--- config.mk ---
export PLATFORM = sky130hd
export DESIGN_NAME = vpiu_top
export DESIGN_NICKNAME = d
export VERILOG_FILES = /design/src/rtl/vpiu_pkg.sv /design/src/rtl/vpiu_top.sv /design/src/rtl/vpiu_sync2.sv /design/src/rtl/vpiu_prio_sel.sv
export VERILOG_INCLUDE_DIRS = /design/src /design/src/rtl
export SDC_FILE = /design/constraint.sdc
export NUM_CORES = 1
export LEC_CHECK = 0
export BUFFER_PORTS_ARGS = -buffer_cell sky130_fd_sc_hd__buf_2
export CORE_ASPECT_RATIO = 0.6
export CORE_MARGIN = 2
export CORE_UTILIZATION = 56
export CTS_CLUSTER_DIAMETER = 120
export DETAILED_ROUTE_END_ITERATION = 8
export PLACE_DENSITY = 0.8
export SYNTH_ARGS = -nofsm -noshare
export SYNTH_HDL_FRONTEND = slang
export SYNTH_SLANG_ARGS = --single-unit
--- constraint.sdc ---
create_clock -name core_clk -period 41.3 [get_ports core_clk]
set_input_delay 12.39 -clock core_clk [delete_from_list [all_inputs] [get_ports core_clk]]
set_output_delay 12.39 -clock core_clk [all_outputs]
set_load 0.01 [all_outputs]
--- src/rtl/vpiu_cfg.svh ---
// Functional notes
// - twelve vectors plus reset vector at base
// - shared vectors OR their source flags
// - each source has its own enable bit; here sources sharing a vector share one bit
// - global enable cleared blocks every request
// - software flag writes act like hardware
// - four levels from paired priority bits
// - only strictly higher level preempts service
// - highest level service is never interrupted
// - higher pending level is served first
// - equal levels: earlier poll position wins
// - counter array polled fifth, before serial
// - polling order only breaks level ties
// - 0053H reserved, converter last at 0063H
// - poll at last cycle, previous-cycle flags
// - no vectoring after return or enable writes
// - call takes four cycles before next poll
// - vectoring clears edge external, timer A and B flags
`ifndef VPIU_CFG_SVH
`define VPIU_CFG_SVH

// ****************************************
// register map, byte addresses
// ****************************************
`define VPIU_AW 8
`define VPIU_OFS_EN0 8'h00
`define VPIU_OFS_EN1 8'h04
`define VPIU_OFS_PLO0 8'h08
`define VPIU_OFS_PLO1 8'h0c
`define VPIU_OFS_PHI0 8'h10
`define VPIU_OFS_PHI1 8'h14
`define VPIU_OFS_FLG0 8'h18
`define VPIU_OFS_FLG1 8'h1c
`define VPIU_OFS_FLG2 8'h20
`define VPIU_OFS_FLG3 8'h24
`define VPIU_OFS_EMODE 8'h28
`define VPIU_OFS_STATE 8'h2c
`define VPIU_OFS_IST 8'h30
`define VPIU_OFS_ICLR 8'h34
`define VPIU_OFS_IEN 8'h38
`define VPIU_RST_BYTE 8'h00

// ****************************************
// field layouts
// ****************************************
`define VPIU_EN0_GLOBAL 7
`define VPIU_EM_EDGE_A 0
`define VPIU_EM_EDGE_B 1
`define VPIU_F1_MASK 8'h3f
`define VPIU_F3_MASK 8'h7f
`define VPIU_F0_EXT_A 0
`define VPIU_F0_TMR_A 1
`define VPIU_F0_EXT_B 2
`define VPIU_F0_TMR_B 3
`define VPIU_F0_UART 5:4
`define VPIU_F0_TMR_C 7:6
`define VPIU_F1_CA 5:0
`define VPIU_F3_TW 0
`define VPIU_F3_SPI 3:1
`define VPIU_F3_CMP 5:4
`define VPIU_F3_ADC 6
`define VPIU_IST_W 2
`define VPIU_IST_CALL 0
`define VPIU_IST_HELD 1
// per-slot vector from the two register halves, reserved slot forced low
`define VPIU_SLOT_VEC(a, b) {b[4:3], 1'b0, b[2:0], a[6:0]}

// ****************************************
// vectors and polling
// ****************************************
`define VPIU_NSLOT 13
`define VPIU_SLOT_EXT_A 4'h0
`define VPIU_SLOT_TMR_A 4'h1
`define VPIU_SLOT_EXT_B 4'h2
`define VPIU_SLOT_TMR_B 4'h3
`define VPIU_SLOT_UART 4'h4
`define VPIU_SLOT_CA 4'h6
`define VPIU_SLOT_RSVD 4'ha
`define VPIU_VEC_RESET 16'h0000
`define VPIU_VEC_FIRST 16'h0003
`define VPIU_VEC_RSVD 16'h0053
`define VPIU_POLL_MAP {4'hc, 4'hb, 4'ha, 4'h9, 4'h8, 4'h7, 4'h5, 4'h4, 4'h6, 4'h3, 4'h2, 4'h1, 4'h0}
`define VPIU_CALL_CYC 3'd4

`endif

--- src/rtl/vpiu_pkg.sv ---
package vpiu_pkg;
  typedef logic [1:0] vpiu_lvl_t;
  typedef logic [3:0] vpiu_slot_t;
  typedef logic [7:0] vpiu_byte_t;
  typedef enum logic [1:0] {
    VPIU_RESP_OKAY = 2'b00,
    VPIU_RESP_SLVERR = 2'b10
  } vpiu_resp_t;
endpackage

--- src/rtl/vpiu_top.sv ---
`timescale 1ns/1ps
`include "vpiu_cfg.svh"
module vpiu_top import vpiu_pkg::*; (
  input wire logic core_clk,
  input wire logic rst,
  input wire logic [`VPIU_AW-1:0] s_axi_awaddr,
  input wire logic s_axi_awvalid,
  output logic s_axi_awready,
  input wire logic [31:0] s_axi_wdata,
  input wire logic [3:0] s_axi_wstrb,
  input wire logic s_axi_wvalid,
  output logic s_axi_wready,
  output logic [1:0] s_axi_bresp,
  output logic s_axi_bvalid,
  input wire logic s_axi_bready,
  input wire logic [`VPIU_AW-1:0] s_axi_araddr,
  input wire logic s_axi_arvalid,
  output logic s_axi_arready,
  output logic [31:0] s_axi_rdata,
  output logic [1:0] s_axi_rresp,
  output logic s_axi_rvalid,
  input wire logic s_axi_rready,
  input wire logic ext_irq_pin_a_n,
  input wire logic ext_irq_pin_b_n,
  input wire logic [3:0] tmr_set,
  input wire logic [1:0] uart_set,
  input wire logic [5:0] ca_set,
  input wire logic [7:0] kbd_set,
  input wire logic [6:0] periph_set,
  input wire logic instr_last,
  input wire logic instr_blocked,
  input wire logic reti_done,
  output logic call_req,
  output logic [15:0] call_vector,
  output logic [1:0] call_level,
  output logic irq_out
);

  // ****************************************
  // state
  // ****************************************
  vpiu_byte_t en0_r, en1_r, plo0_r, plo1_r, phi0_r, phi1_r, emode_r;
  logic [`VPIU_IST_W-1:0] ist_r, ien_r, ist_nxt;
  logic [3:0][7:0] flg_r, flg_nxt, hwset_w, hwclr_w;
  logic [`VPIU_NSLOT-1:0] pend_r;
  logic [3:0] act_r, act_nxt;
  logic [2:0] call_cnt_r;
  logic wr_blk_r, call_req_r, irq_r;
  logic [15:0] call_vector_r;
  vpiu_lvl_t call_level_r;
  vpiu_slot_t call_slot_r;
  logic aw_hold_r, w_hold_r, awready_r, wready_r, bvalid_r, arready_r, rvalid_r;
  logic [`VPIU_AW-1:0] waddr_r;
  vpiu_byte_t wbyte_r;
  logic wlane_r;
  vpiu_resp_t bresp_r, rresp_r;
  logic [31:0] rdata_r;

  // ****************************************
  // register writes
  // ****************************************
  wire do_wr = aw_hold_r & w_hold_r & ~bvalid_r;
  wire wr_lane = do_wr & wlane_r;
  wire wr_en0 = wr_lane & (waddr_r == `VPIU_OFS_EN0);
  wire wr_en1 = wr_lane & (waddr_r == `VPIU_OFS_EN1);
  wire wr_plo0 = wr_lane & (waddr_r == `VPIU_OFS_PLO0);
  wire wr_plo1 = wr_lane & (waddr_r == `VPIU_OFS_PLO1);
  wire wr_phi0 = wr_lane & (waddr_r == `VPIU_OFS_PHI0);
  wire wr_phi1 = wr_lane & (waddr_r == `VPIU_OFS_PHI1);
  wire wr_f0 = wr_lane & (waddr_r == `VPIU_OFS_FLG0);
  wire wr_f1 = wr_lane & (waddr_r == `VPIU_OFS_FLG1);
  wire wr_f2 = wr_lane & (waddr_r == `VPIU_OFS_FLG2);
  wire wr_f3 = wr_lane & (waddr_r == `VPIU_OFS_FLG3);
  wire wr_em = wr_lane & (waddr_r == `VPIU_OFS_EMODE);
  wire wr_iclr = wr_lane & (waddr_r == `VPIU_OFS_ICLR);
  wire wr_ien = wr_lane & (waddr_r == `VPIU_OFS_IEN);
  wire wr_prio = wr_en0 | wr_en1 | wr_plo0 | wr_plo1 | wr_phi0 | wr_phi1;
  wire wr_hit = (waddr_r[1:0] == 2'b00) & (waddr_r <= `VPIU_OFS_IEN);
  wire [3:0] flg_wr = {wr_f3, wr_f2, wr_f1, wr_f0};

  // ****************************************
  // external pins
  // ****************************************
  logic [1:0] pin_s, pin_d_r;
  vpiu_sync2 u_sync (
    .core_clk(core_clk),
    .rst(rst),
    .async_in({ext_irq_pin_b_n, ext_irq_pin_a_n}),
    .sync_out(pin_s)
  );
  wire edge_a = emode_r[`VPIU_EM_EDGE_A];
  wire edge_b = emode_r[`VPIU_EM_EDGE_B];
  wire [1:0] pin_fall = pin_d_r & ~pin_s;
  // level mode: the flag follows the pin, the source owns it
  wire ext_a_set = edge_a ? pin_fall[0] : ~pin_s[0];
  wire ext_b_set = edge_b ? pin_fall[1] : ~pin_s[1];

  // ****************************************
  // request flags
  // ****************************************
  logic call_fire;
  vpiu_slot_t win_slot_w;
  wire vec_ea = call_fire & (win_slot_w == `VPIU_SLOT_EXT_A);
  wire vec_ta = call_fire & (win_slot_w == `VPIU_SLOT_TMR_A);
  wire vec_eb = call_fire & (win_slot_w == `VPIU_SLOT_EXT_B);
  wire vec_tb = call_fire & (win_slot_w == `VPIU_SLOT_TMR_B);
  wire clr_ea = (~edge_a & pin_s[0]) | (edge_a & vec_ea);
  wire clr_eb = (~edge_b & pin_s[1]) | (edge_b & vec_eb);

  assign hwset_w[0] = {tmr_set[3:2], uart_set, tmr_set[1], ext_b_set, tmr_set[0], ext_a_set};
  assign hwset_w[1] = {2'b00, ca_set};
  assign hwset_w[2] = kbd_set;
  assign hwset_w[3] = {1'b0, periph_set};
  assign hwclr_w[0] = {4'h0, vec_tb, clr_eb, vec_ta, clr_ea};
  assign hwclr_w[1] = 8'h00;
  assign hwclr_w[2] = 8'h00;
  assign hwclr_w[3] = 8'h00;

  localparam logic [3:0][7:0] FLG_MASK = {`VPIU_F3_MASK, 8'hff, `VPIU_F1_MASK, 8'hff};

  // a software write replaces the flag as hardware would; a hardware set in
  // the same cycle still wins so no event is lost
  for (genvar g = 0; g < 4; g++) begin : g_flag
    assign flg_nxt[g] = ((flg_wr[g] ? wbyte_r : (flg_r[g] & ~hwclr_w[g]))
                         | hwset_w[g]) & FLG_MASK[g];
  end

  wire [`VPIU_NSLOT-1:0] req_w = {
    flg_r[3][`VPIU_F3_ADC],
    |flg_r[3][`VPIU_F3_CMP],
    1'b0,
    |flg_r[3][`VPIU_F3_SPI],
    flg_r[3][`VPIU_F3_TW],
    |flg_r[2],
    |flg_r[1][`VPIU_F1_CA],
    |flg_r[0][`VPIU_F0_TMR_C],
    |flg_r[0][`VPIU_F0_UART],
    flg_r[0][`VPIU_F0_TMR_B],
    flg_r[0][`VPIU_F0_EXT_B],
    flg_r[0][`VPIU_F0_TMR_A],
    flg_r[0][`VPIU_F0_EXT_A]
  };
  wire [`VPIU_NSLOT-1:0] slot_en_w = `VPIU_SLOT_VEC(en0_r, en1_r);
  wire [`VPIU_NSLOT-1:0] slot_lo_w = `VPIU_SLOT_VEC(plo0_r, plo1_r);
  wire [`VPIU_NSLOT-1:0] slot_hi_w = `VPIU_SLOT_VEC(phi0_r, phi1_r);
  wire glb_en = en0_r[`VPIU_EN0_GLOBAL];
  wire [`VPIU_NSLOT-1:0] pend_w = req_w & slot_en_w & {`VPIU_NSLOT{glb_en}};

  // ****************************************
  // arbitration and vectoring
  // ****************************************
  logic win_vld_w;
  vpiu_lvl_t win_lvl_w;
  vpiu_prio_sel u_sel (
    .req(pend_r),
    .lvl_lo(slot_lo_w),
    .lvl_hi(slot_hi_w),
    .win_vld(win_vld_w),
    .win_slot(win_slot_w),
    .win_lvl(win_lvl_w)
  );

  wire busy_w = |act_r;
  wire vpiu_lvl_t cur_lvl_w = act_r[3] ? 2'd3 : act_r[2] ? 2'd2 : act_r[1] ? 2'd1 : 2'd0;
  // level 3 running can never be beaten, nothing compares higher
  wire lvl_ok_w = ~busy_w | (win_lvl_w > cur_lvl_w);
  wire blk_w = instr_blocked | wr_blk_r;
  wire poll_w = instr_last & (call_cnt_r == 3'd0);
  assign call_fire = poll_w & win_vld_w & lvl_ok_w & ~blk_w;
  wire held_w = poll_w & win_vld_w & ~call_fire;
  wire [15:0] vec_w = `VPIU_VEC_FIRST + {9'h000, win_slot_w, 3'b000};
  wire [3:0] reti_clr = (reti_done & busy_w) ? (4'h1 << cur_lvl_w) : 4'h0;
  wire [3:0] act_set = call_fire ? (4'h1 << win_lvl_w) : 4'h0;
  assign act_nxt = (act_r & ~reti_clr) | act_set;
  wire [`VPIU_IST_W-1:0] ist_ev = {held_w, call_fire};
  wire [`VPIU_IST_W-1:0] ist_clr = wr_iclr ? wbyte_r[`VPIU_IST_W-1:0] : 2'b00;
  assign ist_nxt = (ist_r & ~ist_clr) | ist_ev;

  always_ff @(posedge core_clk or posedge rst) begin
    if (rst) begin
      flg_r <= '0;
      pend_r <= '0;
      act_r <= 4'h0;
      pin_d_r <= 2'h3;
      ist_r <= '0;
      irq_r <= 1'b0;
    end else begin
      flg_r <= flg_nxt;
      pend_r <= pend_w;
      act_r <= act_nxt;
      pin_d_r <= pin_s;
      ist_r <= ist_nxt;
      irq_r <= |(ist_r & ien_r);
    end
  end

  always_ff @(posedge core_clk or posedge rst) begin
    if (rst) begin
      call_req_r <= 1'b0;
      call_vector_r <= `VPIU_VEC_RESET;
      call_level_r <= 2'b00;
      call_slot_r <= `VPIU_SLOT_EXT_A;
      call_cnt_r <= 3'd0;
      wr_blk_r <= 1'b0;
    end else begin
      call_req_r <= call_fire;
      if (call_fire) begin
        call_vector_r <= vec_w;
        call_level_r <= win_lvl_w;
        call_slot_r <= win_slot_w;
      end
      // hold off the next poll while the core runs the call
      if (call_fire) begin
        call_cnt_r <= `VPIU_CALL_CYC;
      end else if (call_cnt_r != 3'd0) begin
        call_cnt_r <= call_cnt_r - 3'd1;
      end
      wr_blk_r <= wr_prio | (wr_blk_r & ~poll_w);
    end
  end

  // ****************************************
  // configuration registers
  // ****************************************
  always_ff @(posedge core_clk or posedge rst) begin
    if (rst) begin
      en0_r <= `VPIU_RST_BYTE;
      en1_r <= `VPIU_RST_BYTE;
      plo0_r <= `VPIU_RST_BYTE;
      plo1_r <= `VPIU_RST_BYTE;
      phi0_r <= `VPIU_RST_BYTE;
      phi1_r <= `VPIU_RST_BYTE;
      emode_r <= `VPIU_RST_BYTE;
      ien_r <= '0;
    end else begin
      if (wr_en0) en0_r <= wbyte_r;
      if (wr_en1) en1_r <= wbyte_r;
      if (wr_plo0) plo0_r <= wbyte_r;
      if (wr_plo1) plo1_r <= wbyte_r;
      if (wr_phi0) phi0_r <= wbyte_r;
      if (wr_phi1) phi1_r <= wbyte_r;
      if (wr_em) emode_r <= wbyte_r;
      if (wr_ien) ien_r <= wbyte_r[`VPIU_IST_W-1:0];
    end
  end

  // ****************************************
  // axi4-lite slave
  // ****************************************
  wire [7:0] state_w = {call_level_r, win_vld_w, wr_blk_r, act_r};
  wire [7:0] rd_b =
    (s_axi_araddr == `VPIU_OFS_EN0) ? en0_r :
    (s_axi_araddr == `VPIU_OFS_EN1) ? en1_r :
    (s_axi_araddr == `VPIU_OFS_PLO0) ? plo0_r :
    (s_axi_araddr == `VPIU_OFS_PLO1) ? plo1_r :
    (s_axi_araddr == `VPIU_OFS_PHI0) ? phi0_r :
    (s_axi_araddr == `VPIU_OFS_PHI1) ? phi1_r :
    (s_axi_araddr == `VPIU_OFS_FLG0) ? flg_r[0] :
    (s_axi_araddr == `VPIU_OFS_FLG1) ? flg_r[1] :
    (s_axi_araddr == `VPIU_OFS_FLG2) ? flg_r[2] :
    (s_axi_araddr == `VPIU_OFS_FLG3) ? flg_r[3] :
    (s_axi_araddr == `VPIU_OFS_EMODE) ? emode_r :
    (s_axi_araddr == `VPIU_OFS_STATE) ? state_w :
    (s_axi_araddr == `VPIU_OFS_IST) ? {6'h00, ist_r} :
    (s_axi_araddr == `VPIU_OFS_IEN) ? {6'h00, ien_r} : 8'h00;
  wire rd_hit = (s_axi_araddr[1:0] == 2'b00) & (s_axi_araddr <= `VPIU_OFS_IEN);

  // address and data may arrive in either order; the answer waits for both
  always_ff @(posedge core_clk or posedge rst) begin
    if (rst) begin
      aw_hold_r <= 1'b0;
      w_hold_r <= 1'b0;
      awready_r <= 1'b1;
      wready_r <= 1'b1;
      bvalid_r <= 1'b0;
      bresp_r <= VPIU_RESP_OKAY;
      waddr_r <= '0;
      wbyte_r <= `VPIU_RST_BYTE;
      wlane_r <= 1'b0;
    end else begin
      if (s_axi_awvalid & awready_r) begin
        aw_hold_r <= 1'b1;
        awready_r <= 1'b0;
        waddr_r <= s_axi_awaddr;
      end
      if (s_axi_wvalid & wready_r) begin
        w_hold_r <= 1'b1;
        wready_r <= 1'b0;
        wbyte_r <= s_axi_wdata[7:0];
        wlane_r <= s_axi_wstrb[0];
      end
      if (do_wr) begin
        aw_hold_r <= 1'b0;
        w_hold_r <= 1'b0;
        bvalid_r <= 1'b1;
        bresp_r <= wr_hit ? VPIU_RESP_OKAY : VPIU_RESP_SLVERR;
      end
      if (bvalid_r & s_axi_bready) begin
        bvalid_r <= 1'b0;
        awready_r <= 1'b1;
        wready_r <= 1'b1;
      end
    end
  end

  always_ff @(posedge core_clk or posedge rst) begin
    if (rst) begin
      arready_r <= 1'b1;
      rvalid_r <= 1'b0;
      rdata_r <= 32'h0000_0000;
      rresp_r <= VPIU_RESP_OKAY;
    end else begin
      if (s_axi_arvalid & arready_r) begin
        arready_r <= 1'b0;
        rvalid_r <= 1'b1;
        rdata_r <= {24'h00_0000, rd_b};
        rresp_r <= rd_hit ? VPIU_RESP_OKAY : VPIU_RESP_SLVERR;
      end
      if (rvalid_r & s_axi_rready) begin
        rvalid_r <= 1'b0;
        arready_r <= 1'b1;
      end
    end
  end

  assign s_axi_awready = awready_r;
  assign s_axi_wready = wready_r;
  assign s_axi_bvalid = bvalid_r;
  assign s_axi_bresp = bresp_r;
  assign s_axi_arready = arready_r;
  assign s_axi_rvalid = rvalid_r;
  assign s_axi_rdata = rdata_r;
  assign s_axi_rresp = rresp_r;
  assign call_req = call_req_r;
  assign call_vector = call_vector_r;
  assign call_level = call_level_r;
  assign irq_out = irq_r;

  // ****************************************
  // checks
  // ****************************************
  vec_layout_a: assert property (@(posedge core_clk) disable iff (rst)
    call_req_r |-> (call_vector_r[2:0] == 3'b011) && (call_vector_r != `VPIU_VEC_RESET))
    else $error("vector address off the vector grid");

  rsvd_vec_a: assert property (@(posedge core_clk) disable iff (rst)
    call_req_r |-> call_vector_r != `VPIU_VEC_RSVD)
    else $error("reserved vector was called");

  glb_gate_a: assert property (@(posedge core_clk) disable iff (rst)
    call_req_r |-> $past(glb_en, 2))
    else $error("call issued while global enable was clear");

  src_enable_a: assert property (@(posedge core_clk) disable iff (rst)
    call_req_r |-> ((($past(slot_en_w, 2) >> call_slot_r) & 13'h0001) != 13'h0000))
    else $error("call issued for a disabled source");

  preempt_lvl_a: assert property (@(posedge core_clk) disable iff (rst)
    call_req_r |-> (!$past(busy_w) || (call_level_r > $past(cur_lvl_w))))
    else $error("service preempted by equal or lower level");

  top_lvl_a: assert property (@(posedge core_clk) disable iff (rst)
    $past(act_r[3]) && !$past(reti_done) |-> !call_req_r)
    else $error("highest level service was interrupted");

  withhold_a: assert property (@(posedge core_clk) disable iff (rst)
    call_req_r |-> !$past(instr_blocked) && !$past(wr_blk_r) && $past(instr_last))
    else $error("vectoring not withheld or not at instruction end");

  call_gap_a: assert property (@(posedge core_clk) disable iff (rst)
    call_req_r |=> (!call_req_r) [*4])
    else $error("next call issued inside the call cycles");

  ca_order_a: assert property (@(posedge core_clk) disable iff (rst)
    win_vld_w && pend_r[`VPIU_SLOT_CA] && pend_r[`VPIU_SLOT_UART]
    && (slot_lo_w[`VPIU_SLOT_CA] == slot_lo_w[`VPIU_SLOT_UART])
    && (slot_hi_w[`VPIU_SLOT_CA] == slot_hi_w[`VPIU_SLOT_UART])
    |-> win_slot_w != `VPIU_SLOT_UART)
    else $error("serial port beat counter array at equal level");

  tmr_clear_a: assert property (@(posedge core_clk) disable iff (rst)
    call_req_r && (call_slot_r == `VPIU_SLOT_TMR_A) && !$past(tmr_set[0]) && !$past(wr_f0)
    |-> !flg_r[0][`VPIU_F0_TMR_A])
    else $error("timer flag not cleared on vectoring");

  sw_set_a: assert property (@(posedge core_clk) disable iff (rst)
    wr_f0 && wbyte_r[`VPIU_F0_TMR_B] |=> flg_r[0][`VPIU_F0_TMR_B])
    else $error("software flag set had no effect");

endmodule

--- src/rtl/vpiu_sync2.sv ---
`timescale 1ns/1ps
module vpiu_sync2 import vpiu_pkg::*; (
  input wire logic core_clk,
  input wire logic rst,
  input wire logic [1:0] async_in,
  output logic [1:0] sync_out
);
  logic [1:0] meta_r;

  // pins idle high, so reset to the idle level
  always_ff @(posedge core_clk or posedge rst) begin
    if (rst) begin
      meta_r <= 2'h3;
      sync_out <= 2'h3;
    end else begin
      meta_r <= async_in;
      sync_out <= meta_r;
    end
  end
endmodule

--- src/rtl/vpiu_prio_sel.sv ---
`timescale 1ns/1ps
`include "vpiu_cfg.svh"
module vpiu_prio_sel import vpiu_pkg::*; (
  input wire logic [`VPIU_NSLOT-1:0] req,
  input wire logic [`VPIU_NSLOT-1:0] lvl_lo,
  input wire logic [`VPIU_NSLOT-1:0] lvl_hi,
  output logic win_vld,
  output vpiu_slot_t win_slot,
  output vpiu_lvl_t win_lvl
);
  localparam logic [4*`VPIU_NSLOT-1:0] POLL_MAP = `VPIU_POLL_MAP;
  logic [`VPIU_NSLOT:0] c_vld;
  vpiu_slot_t c_slot [`VPIU_NSLOT+1];
  vpiu_lvl_t c_lvl [`VPIU_NSLOT+1];

  assign c_vld[0] = 1'b0;
  assign c_slot[0] = `VPIU_SLOT_EXT_A;
  assign c_lvl[0] = 2'b00;

  // walk the slots in polling order; a later one wins only on a higher level,
  // so ties stay with the earlier poll position
  for (genvar i = 0; i < `VPIU_NSLOT; i++) begin : g_poll
    wire vpiu_slot_t s = POLL_MAP[i*4 +: 4];
    wire vpiu_lvl_t l = {lvl_hi[s], lvl_lo[s]};
    wire take = req[s] & (~c_vld[i] | (l > c_lvl[i]));
    assign c_vld[i+1] = c_vld[i] | req[s];
    assign c_slot[i+1] = take ? s : c_slot[i];
    assign c_lvl[i+1] = take ? l : c_lvl[i];
  end

  assign win_vld = c_vld[`VPIU_NSLOT];
  assign win_slot = c_slot[`VPIU_NSLOT];
  assign win_lvl = c_lvl[`VPIU_NSLOT];
endmodule

# --- Word level (Yosys, flattened, before mapping) ---
# Index checks and enable logic that the tools add are counted.
# W data, S select, Z words.
op_classes:
  add_sub_neg: 2
  order_cmp: 15
  n_eq_ne: 28
  shifts: 2
  muxes: 69
  n_bitwise: 122
  reduce_logical: 22
ops:
  columns: ["cell", "count"]
  rows:
  - ["$mux W8", 14]
  - ["$eq A8 B6 Y1 const B", 11]
  - ["$eq A8 B5 Y1 const B", 8]
  - ["$mux W4", 13]
  - ["$and A1 B1 Y1", 50]
  - ["$mux W2", 20]
  - ["$or A1 B1 Y1", 34]
  - ["$eq A8 B4 Y1 const B", 4]
  - ["$and A13 B13 Y13", 2]
  - ["$gt A2 B2 Y1", 12]
  - ["$not A1 Y1", 21]
  - ["$mux W1", 18]
  - ["$eq A8 B3 Y1 const B", 2]
  - ["$le A8 B6 Y1 const B", 2]
  - ["$logic_not A8 Y1", 2]
  - ["$or A8 B8 Y8", 2]
  - ["$reduce_bool A2 Y1", 7]
  - ["$add A2 B7 Y8 const A", 1]
  - ["$and A8 B8 Y8", 1]
  - ["$eq A4 B2 Y1 const B", 2]
  - ["$not A4 Y8", 1]
  - ["$reduce_or A2 Y1", 4]
  - ["$reduce_or A8 Y1", 1]
  - ["$shl A1 B2 Y4 const A", 2]
  - ["21 further kinds", 26]
totals:
  regBits: 172
  in_bits: 91
  output_inout_bits: 61
  word_cells: 297

# --- Logic depth before layout (Yosys ltp) ---
logic_depth:
  word_depth: 60
  mapped_depth: 83
  depth_no_buf: 81

# --- Cells and area by module ---
# From an unflattened synthesis, not the netlist that was laid out.
unflattened:
  hier_cells: 885
  hier_area_um2: 8782.2
by_module_without_submodules:
  columns: ["mod", "instances", "cells_each", "area_each_um2", "seq_area_each_um2"]
  rows:
  - ["vpiu_top", 1, 706, 7528.5, 3860.0]
  - ["vpiu_prio_sel", 1, 174, 1144.8, 0.0]
  - ["vpiu_sync2", 1, 5, 108.9, 105.1]

# --- Worst setup path after synthesis ---
# Ideal clock, no wire load.
synth_timing:
  path_kind: "register to register"
  from: "register pend_r[0]"
  to: "register flg_r[0] in the netlist's numbering"
  setup_time_ps: 126
  t_arrival_ps: 14625
  t_required_ps: 41174
  path_slack_ps: 26549
  path_stages_with_launch: 77
  n_path_buf: 2
  period_less_slack_ps: 14751
  cell_sequence: "dfrtp_1 > buf_6 > and2_1 > buf_6 > inv_1 > ha_1 > and2b_4 > o2111ai_1 > o21ai_0 > ha_1 > nor2_1 > o31ai_1 > o221ai_1 > o21ba_1 > nor2_1 > ha_1 > o21bai_1 > a211oi_1 > [41 not listed] > a311oi_2 > a21o_1 > ha_1 > inv_1 > a21oi_1 > a21oi_1 > o21ai_1 > o21ai_0 > o22ai_1 > ha_1 > a2bb2oi_1 > o21ai_0 > or3_1 > clkinv_1 > nand2_1 > or4b_1 > nand2b_1 > a221o_1"
synth_rtl:
  columns: ["item", "line_no", "text"]
  rows:
  - ["start: declaration", "vpiu_top.sv:45", "logic [`VPIU_NSLOT-1:0] pend_r;"]
  - ["start signal: assignment", "vpiu_top.sv:189", "pend_r <= pend_w;"]
  - ["end signal: assignment", "vpiu_top.sv:188", "flg_r <= flg_nxt;"]
  - ["end: declaration", "vpiu_top.sv:44", "logic [3:0][7:0] flg_r, flg_nxt, hwset_w, hwclr_w;"]

==> flow_summary.json <==
{
  "r2r_setup_slack_ns": 23.87,
  "min_path_cells": 0,
  "grt_setup_unrepaired": "false",
  "max_freq_mhz": 57.4,
  "clock_skew_ns": 0.0170,
  "cts_tree": "done",
  "arrival_ns": 17.74,
  "ys_types": 82,
  "synthCells": 826,
  "io_pins": 152,
  "crit_type": "flop to flop",
  "start_kind": "flop",
  "hp-start": "u_sync.meta_r[0]$_DFF_PP1_",
  "initial_utilization_pct": 57.8,
  "cp_slowest_cell": "or4b_1",
  "avgSynthCellArea_sq_um": 10.2,
  "grt_antenna_before_repair": 1,
  "r2r_cells": 73,
  "cp.required_ns": 41.61,
  "drive_gt1_share_pct": 24.2,
  "placed_cells": 1082,
  "fin_util_pct": 64.7,
  "max_stage_delay_ns": 0.61,
  "synthArstFlopShare_pct": 100,
  "clock-root-buffer": "clkbuf_16",
  "reg2reg_from": "pend_r[0]$_DFF_PP0_",
  "clkSlewWorstSetupHoldPaths_ns": 0.07,
  "die_w_um": 162,
  "coreArea_sq_um": 14600,
  "period_share_pct": 42.2,
  "critPathTopFamily": "compound AO/OA/AOI/OAI gates",
  "crit_path_frequent_cell": "ha_1",
  "rows": 34,
  "p_per_area_nw_per_um2": 44.6,
  "num_vias": 7052,
  "setup_viol": 0,
  "cts_buffer_depth": 2,
  "synth-edff-count": 0,
  "grt_max_degree": 91,
  "min_to": "u_sync.sync_out[0]$_DFF_PP1_",
  "syn_to_final_growth_pct": 11.9,
  "slew_headroom_pct": 40.8,
  "overflow": 0,
  "die_area_sq_um": 16100,
  "drcViolationCount": 0,
  "ys_ff_latch": 158,
  "viasPerCell": 6.33,
  "cts_buffers": 17,
  "critPathBufInv": 4,
  "fin_setup_tns_ns": 0,
  "grt_pass1_wl_um": 36500,
  "gp_congestion": 0.956,
  "hold_class": "flop to flop",
  "vdd_drop_max_uv": 37.8,
  "report.final.hold_viol_count": 0,
  "end_kind": "flop",
  "clk_latency_ns": 0.43,
  "ys.flop_type": "dfrtp_1",
  "slew_violations": 0,
  "fin_cells": 1114,
  "post_cts_buffers": 0,
  "io_buffers": 88,
  "track_usage_pct": 30.0,
  "wl_per_cell_um": 21.0,
  "firstDrtPassIters": 5,
  "chipHeight_um": 99.1,
  "p_leak_nw": 4.52,
  "reg2reg_to": "flg_r[0]$_DFF_PP0_",
  "critPathMaxFanout": 11,
  "cap_violations": 0,
  "finalCriticalPeriod_ns": 17.43,
  "wl_um": 23400,
  "ctsHoldBuffers": 0,
  "final_nets": 1011,
  "grt_pass1_vias": 6575,
  "htreeDepth": 4,
  "antennaDiodeCount": 0,
  "final_antenna_net_count": 0,
  "ys_warn_count": 0,
  "worst_pin_slew_ns": 0.875,
  "dp_hpwl_um": 17100,
  "syn_area_sq_um": 8440,
  "dr.first_iter.drc_count": 710,
  "cts.sinks": 158,
  "cts_resized": 0,
  "p_total_w": 0.000421,
  "seq_area_frac_synth_pct": 47.0,
  "outcome": "finished clean"
}
==> registers in the layout, summed over array words and instances, names as in the netlist, 8 cells and up <==
register / flops
flg_r: 29
plo0_r: 8
phi1_r: 8
wbyte_r: 8
plo1_r: 8
phi0_r: 8
emode_r: 8
en1_r: 8
s_axi_rdata: 8
waddr_r: 8
en0_r: 8
pend_r: 12
==> layout make-up <==
class                           instances  area (sq um)
Clock buffer                           17           425
Clock inverter                         15           170
Fill cell                            1163          5150
Inverter                               52           200
Multi-Input combinational cell        585          3980
Sequential cell                       158          3970
Tap cell                              198           248
Timing Repair Buffer                   89           448
==> synthesized netlist by cell type (3+ instances only) <==
| master | n | area (sq um) |
|---|---|---|
| ha_1 | 17 | 213 |
| mux2_2 | 71 | 800 |
| o21ai_0 | 36 | 180 |
| nand3b_1 | 6 | 45.0 |
| buf_1 | 3 | 11.3 |
| dfrtp_1 | 149 | 3730 |
| a21o_1 | 7 | 52.6 |
| nand2b_1 | 6 | 37.5 |
| nand4_1 | 8 | 50.1 |
| o31ai_1 | 4 | 30.0 |
| nor3_1 | 9 | 45.0 |
| a222oi_1 | 5 | 50.1 |
| nor2_1 | 52 | 195 |
| o211a_1 | 7 | 70.1 |
| nand2_1 | 87 | 327 |
| a221oi_1 | 7 | 61.3 |
| a21oi_1 | 34 | 170 |
| mux2i_1 | 7 | 70.1 |
| nor2b_1 | 5 | 31.3 |
| a22o_1 | 4 | 35.0 |
| a211o_1 | 10 | 87.6 |
| nor4_1 | 7 | 43.8 |
| a22oi_1 | 17 | 128 |
| clkbuf_1 | 19 | 71.3 |
| nand3_1 | 12 | 60.1 |
| a211oi_1 | 8 | 60.1 |
| o2111ai_1 | 3 | 26.3 |
| o211ai_1 | 18 | 135 |
| a31oi_1 | 11 | 68.8 |
| buf_6 | 4 | 45.0 |
| buf_4 | 39 | 293 |
| and2_1 | 10 | 62.6 |
| o22ai_1 | 5 | 31.3 |
| dfstp_2 | 9 | 236 |
| inv_1 | 51 | 191 |
| and3_1 | 14 | 87.6 |
| o22a_1 | 3 | 26.3 |
| nor3b_1 | 3 | 22.5 |
==> worst max-delay path by stage <==
stage                        startpoint                 end  slack, ns  cells past startpoint
floorplan                           rst  act_r[0]$_DFF_PP0_      24.66                      1
global route        pend_r[0]$_DFF_PP0_  flg_r[0]$_DFF_PP0_      22.28                     74
finish              pend_r[0]$_DFF_PP0_  flg_r[0]$_DFF_PP0_      23.87                     73
detailed placement  pend_r[0]$_DFF_PP0_  flg_r[0]$_DFF_PP0_      24.08                     73
global placement    pend_r[0]$_DFF_PP0_  flg_r[0]$_DFF_PP0_      24.22                     73
CTS                 pend_r[0]$_DFF_PP0_  flg_r[0]$_DFF_PP0_      24.06                     73
==> metrics by stage <==
stage                     instance area (sq um)  setup WS [ns]  hold slack [ns]
after global routing                       9440          22.28            0.361
after detailed placement                   8840          24.08            0.347
after floorplan                            8570          24.66            0.345
after global placement                     8840          24.22            0.347
final                                      9440          23.87            0.356
after CTS                                  9440          24.06            0.355
==> worst reg2reg max path, delay by kind of cell (launching register included) <==
family	cells	cell delay, ns
compound gates	34	8.16
simple gates	19	3.38
buf+inv	4	0.54
flops	1	0.53
mux	2	0.68
fa+ha+maj	14	4.01
==> cells in the final DEF (no fill, tap or decap), drive strengths merged, types with 6 or more instances in the layout <==
master,instances
a211o,10
a211oi,10
a21o,7
a21oi,34
a221oi,7
a22oi,18
a31oi,11
and2,10
and3,14
buf,89
clkbuf,17
clkinv,8
conb,36
dfrtp,149
dfstp,9
ha,17
inv,58
mux2,71
mux2i,7
nand2,87
nand2b,6
nand3,13
nand3b,6
nand4,8
nor2,52
nor3,9
nor4,8
o211a,7
o211ai,19
o21ai,37
==> cell families (layout without fill, tap and decap cells) <==
| kind of cell | count (synthesis) | in the layout | synth area share (%) |
|---|---|---|---|
| flip-flops | 158 | 158 | 47.0 |
| multiplexers | 78 | 78 | 10.3 |
| XOR/XNOR | 1 | 1 | 0.104 |
| AND/OR/NAND/NOR | 236 | 236 | 13.7 |
| AO/OA/AOI/OAI | 215 | 215 | 18.7 |
| buffers and inverters | 118 | 173 | 7.35 |
| adder cells (fa/ha/maj) | 19 | 19 | 2.79 |
| other | 1 | 36 | 0.0444 |
==> report_power, final <==
part | internal [W] | total [W] | switching [W]
Combinational | 0.0000261 | 0.0000589 | 0.0000328
Clock | 0.0000814 | 0.000156 | 0.0000742
Sequential | 0.000174 | 0.000206 | 0.0000319
Total | 0.000282 | 0.000421 | 0.000139
==> routing by layer <==
metal | part of all wire [%] | global-route usage [%] | up-vias
met3 | 13 | 9.72 | 68
met1 | 44 | 44.9 | 3405
li1 | - | - | 3119
met2 | 41 | 41.0 | 458
met4 | 2.9 | 9.67 | 2
met5 | 0.056 | 0 | -
Power figures use the tool's default switching activity.
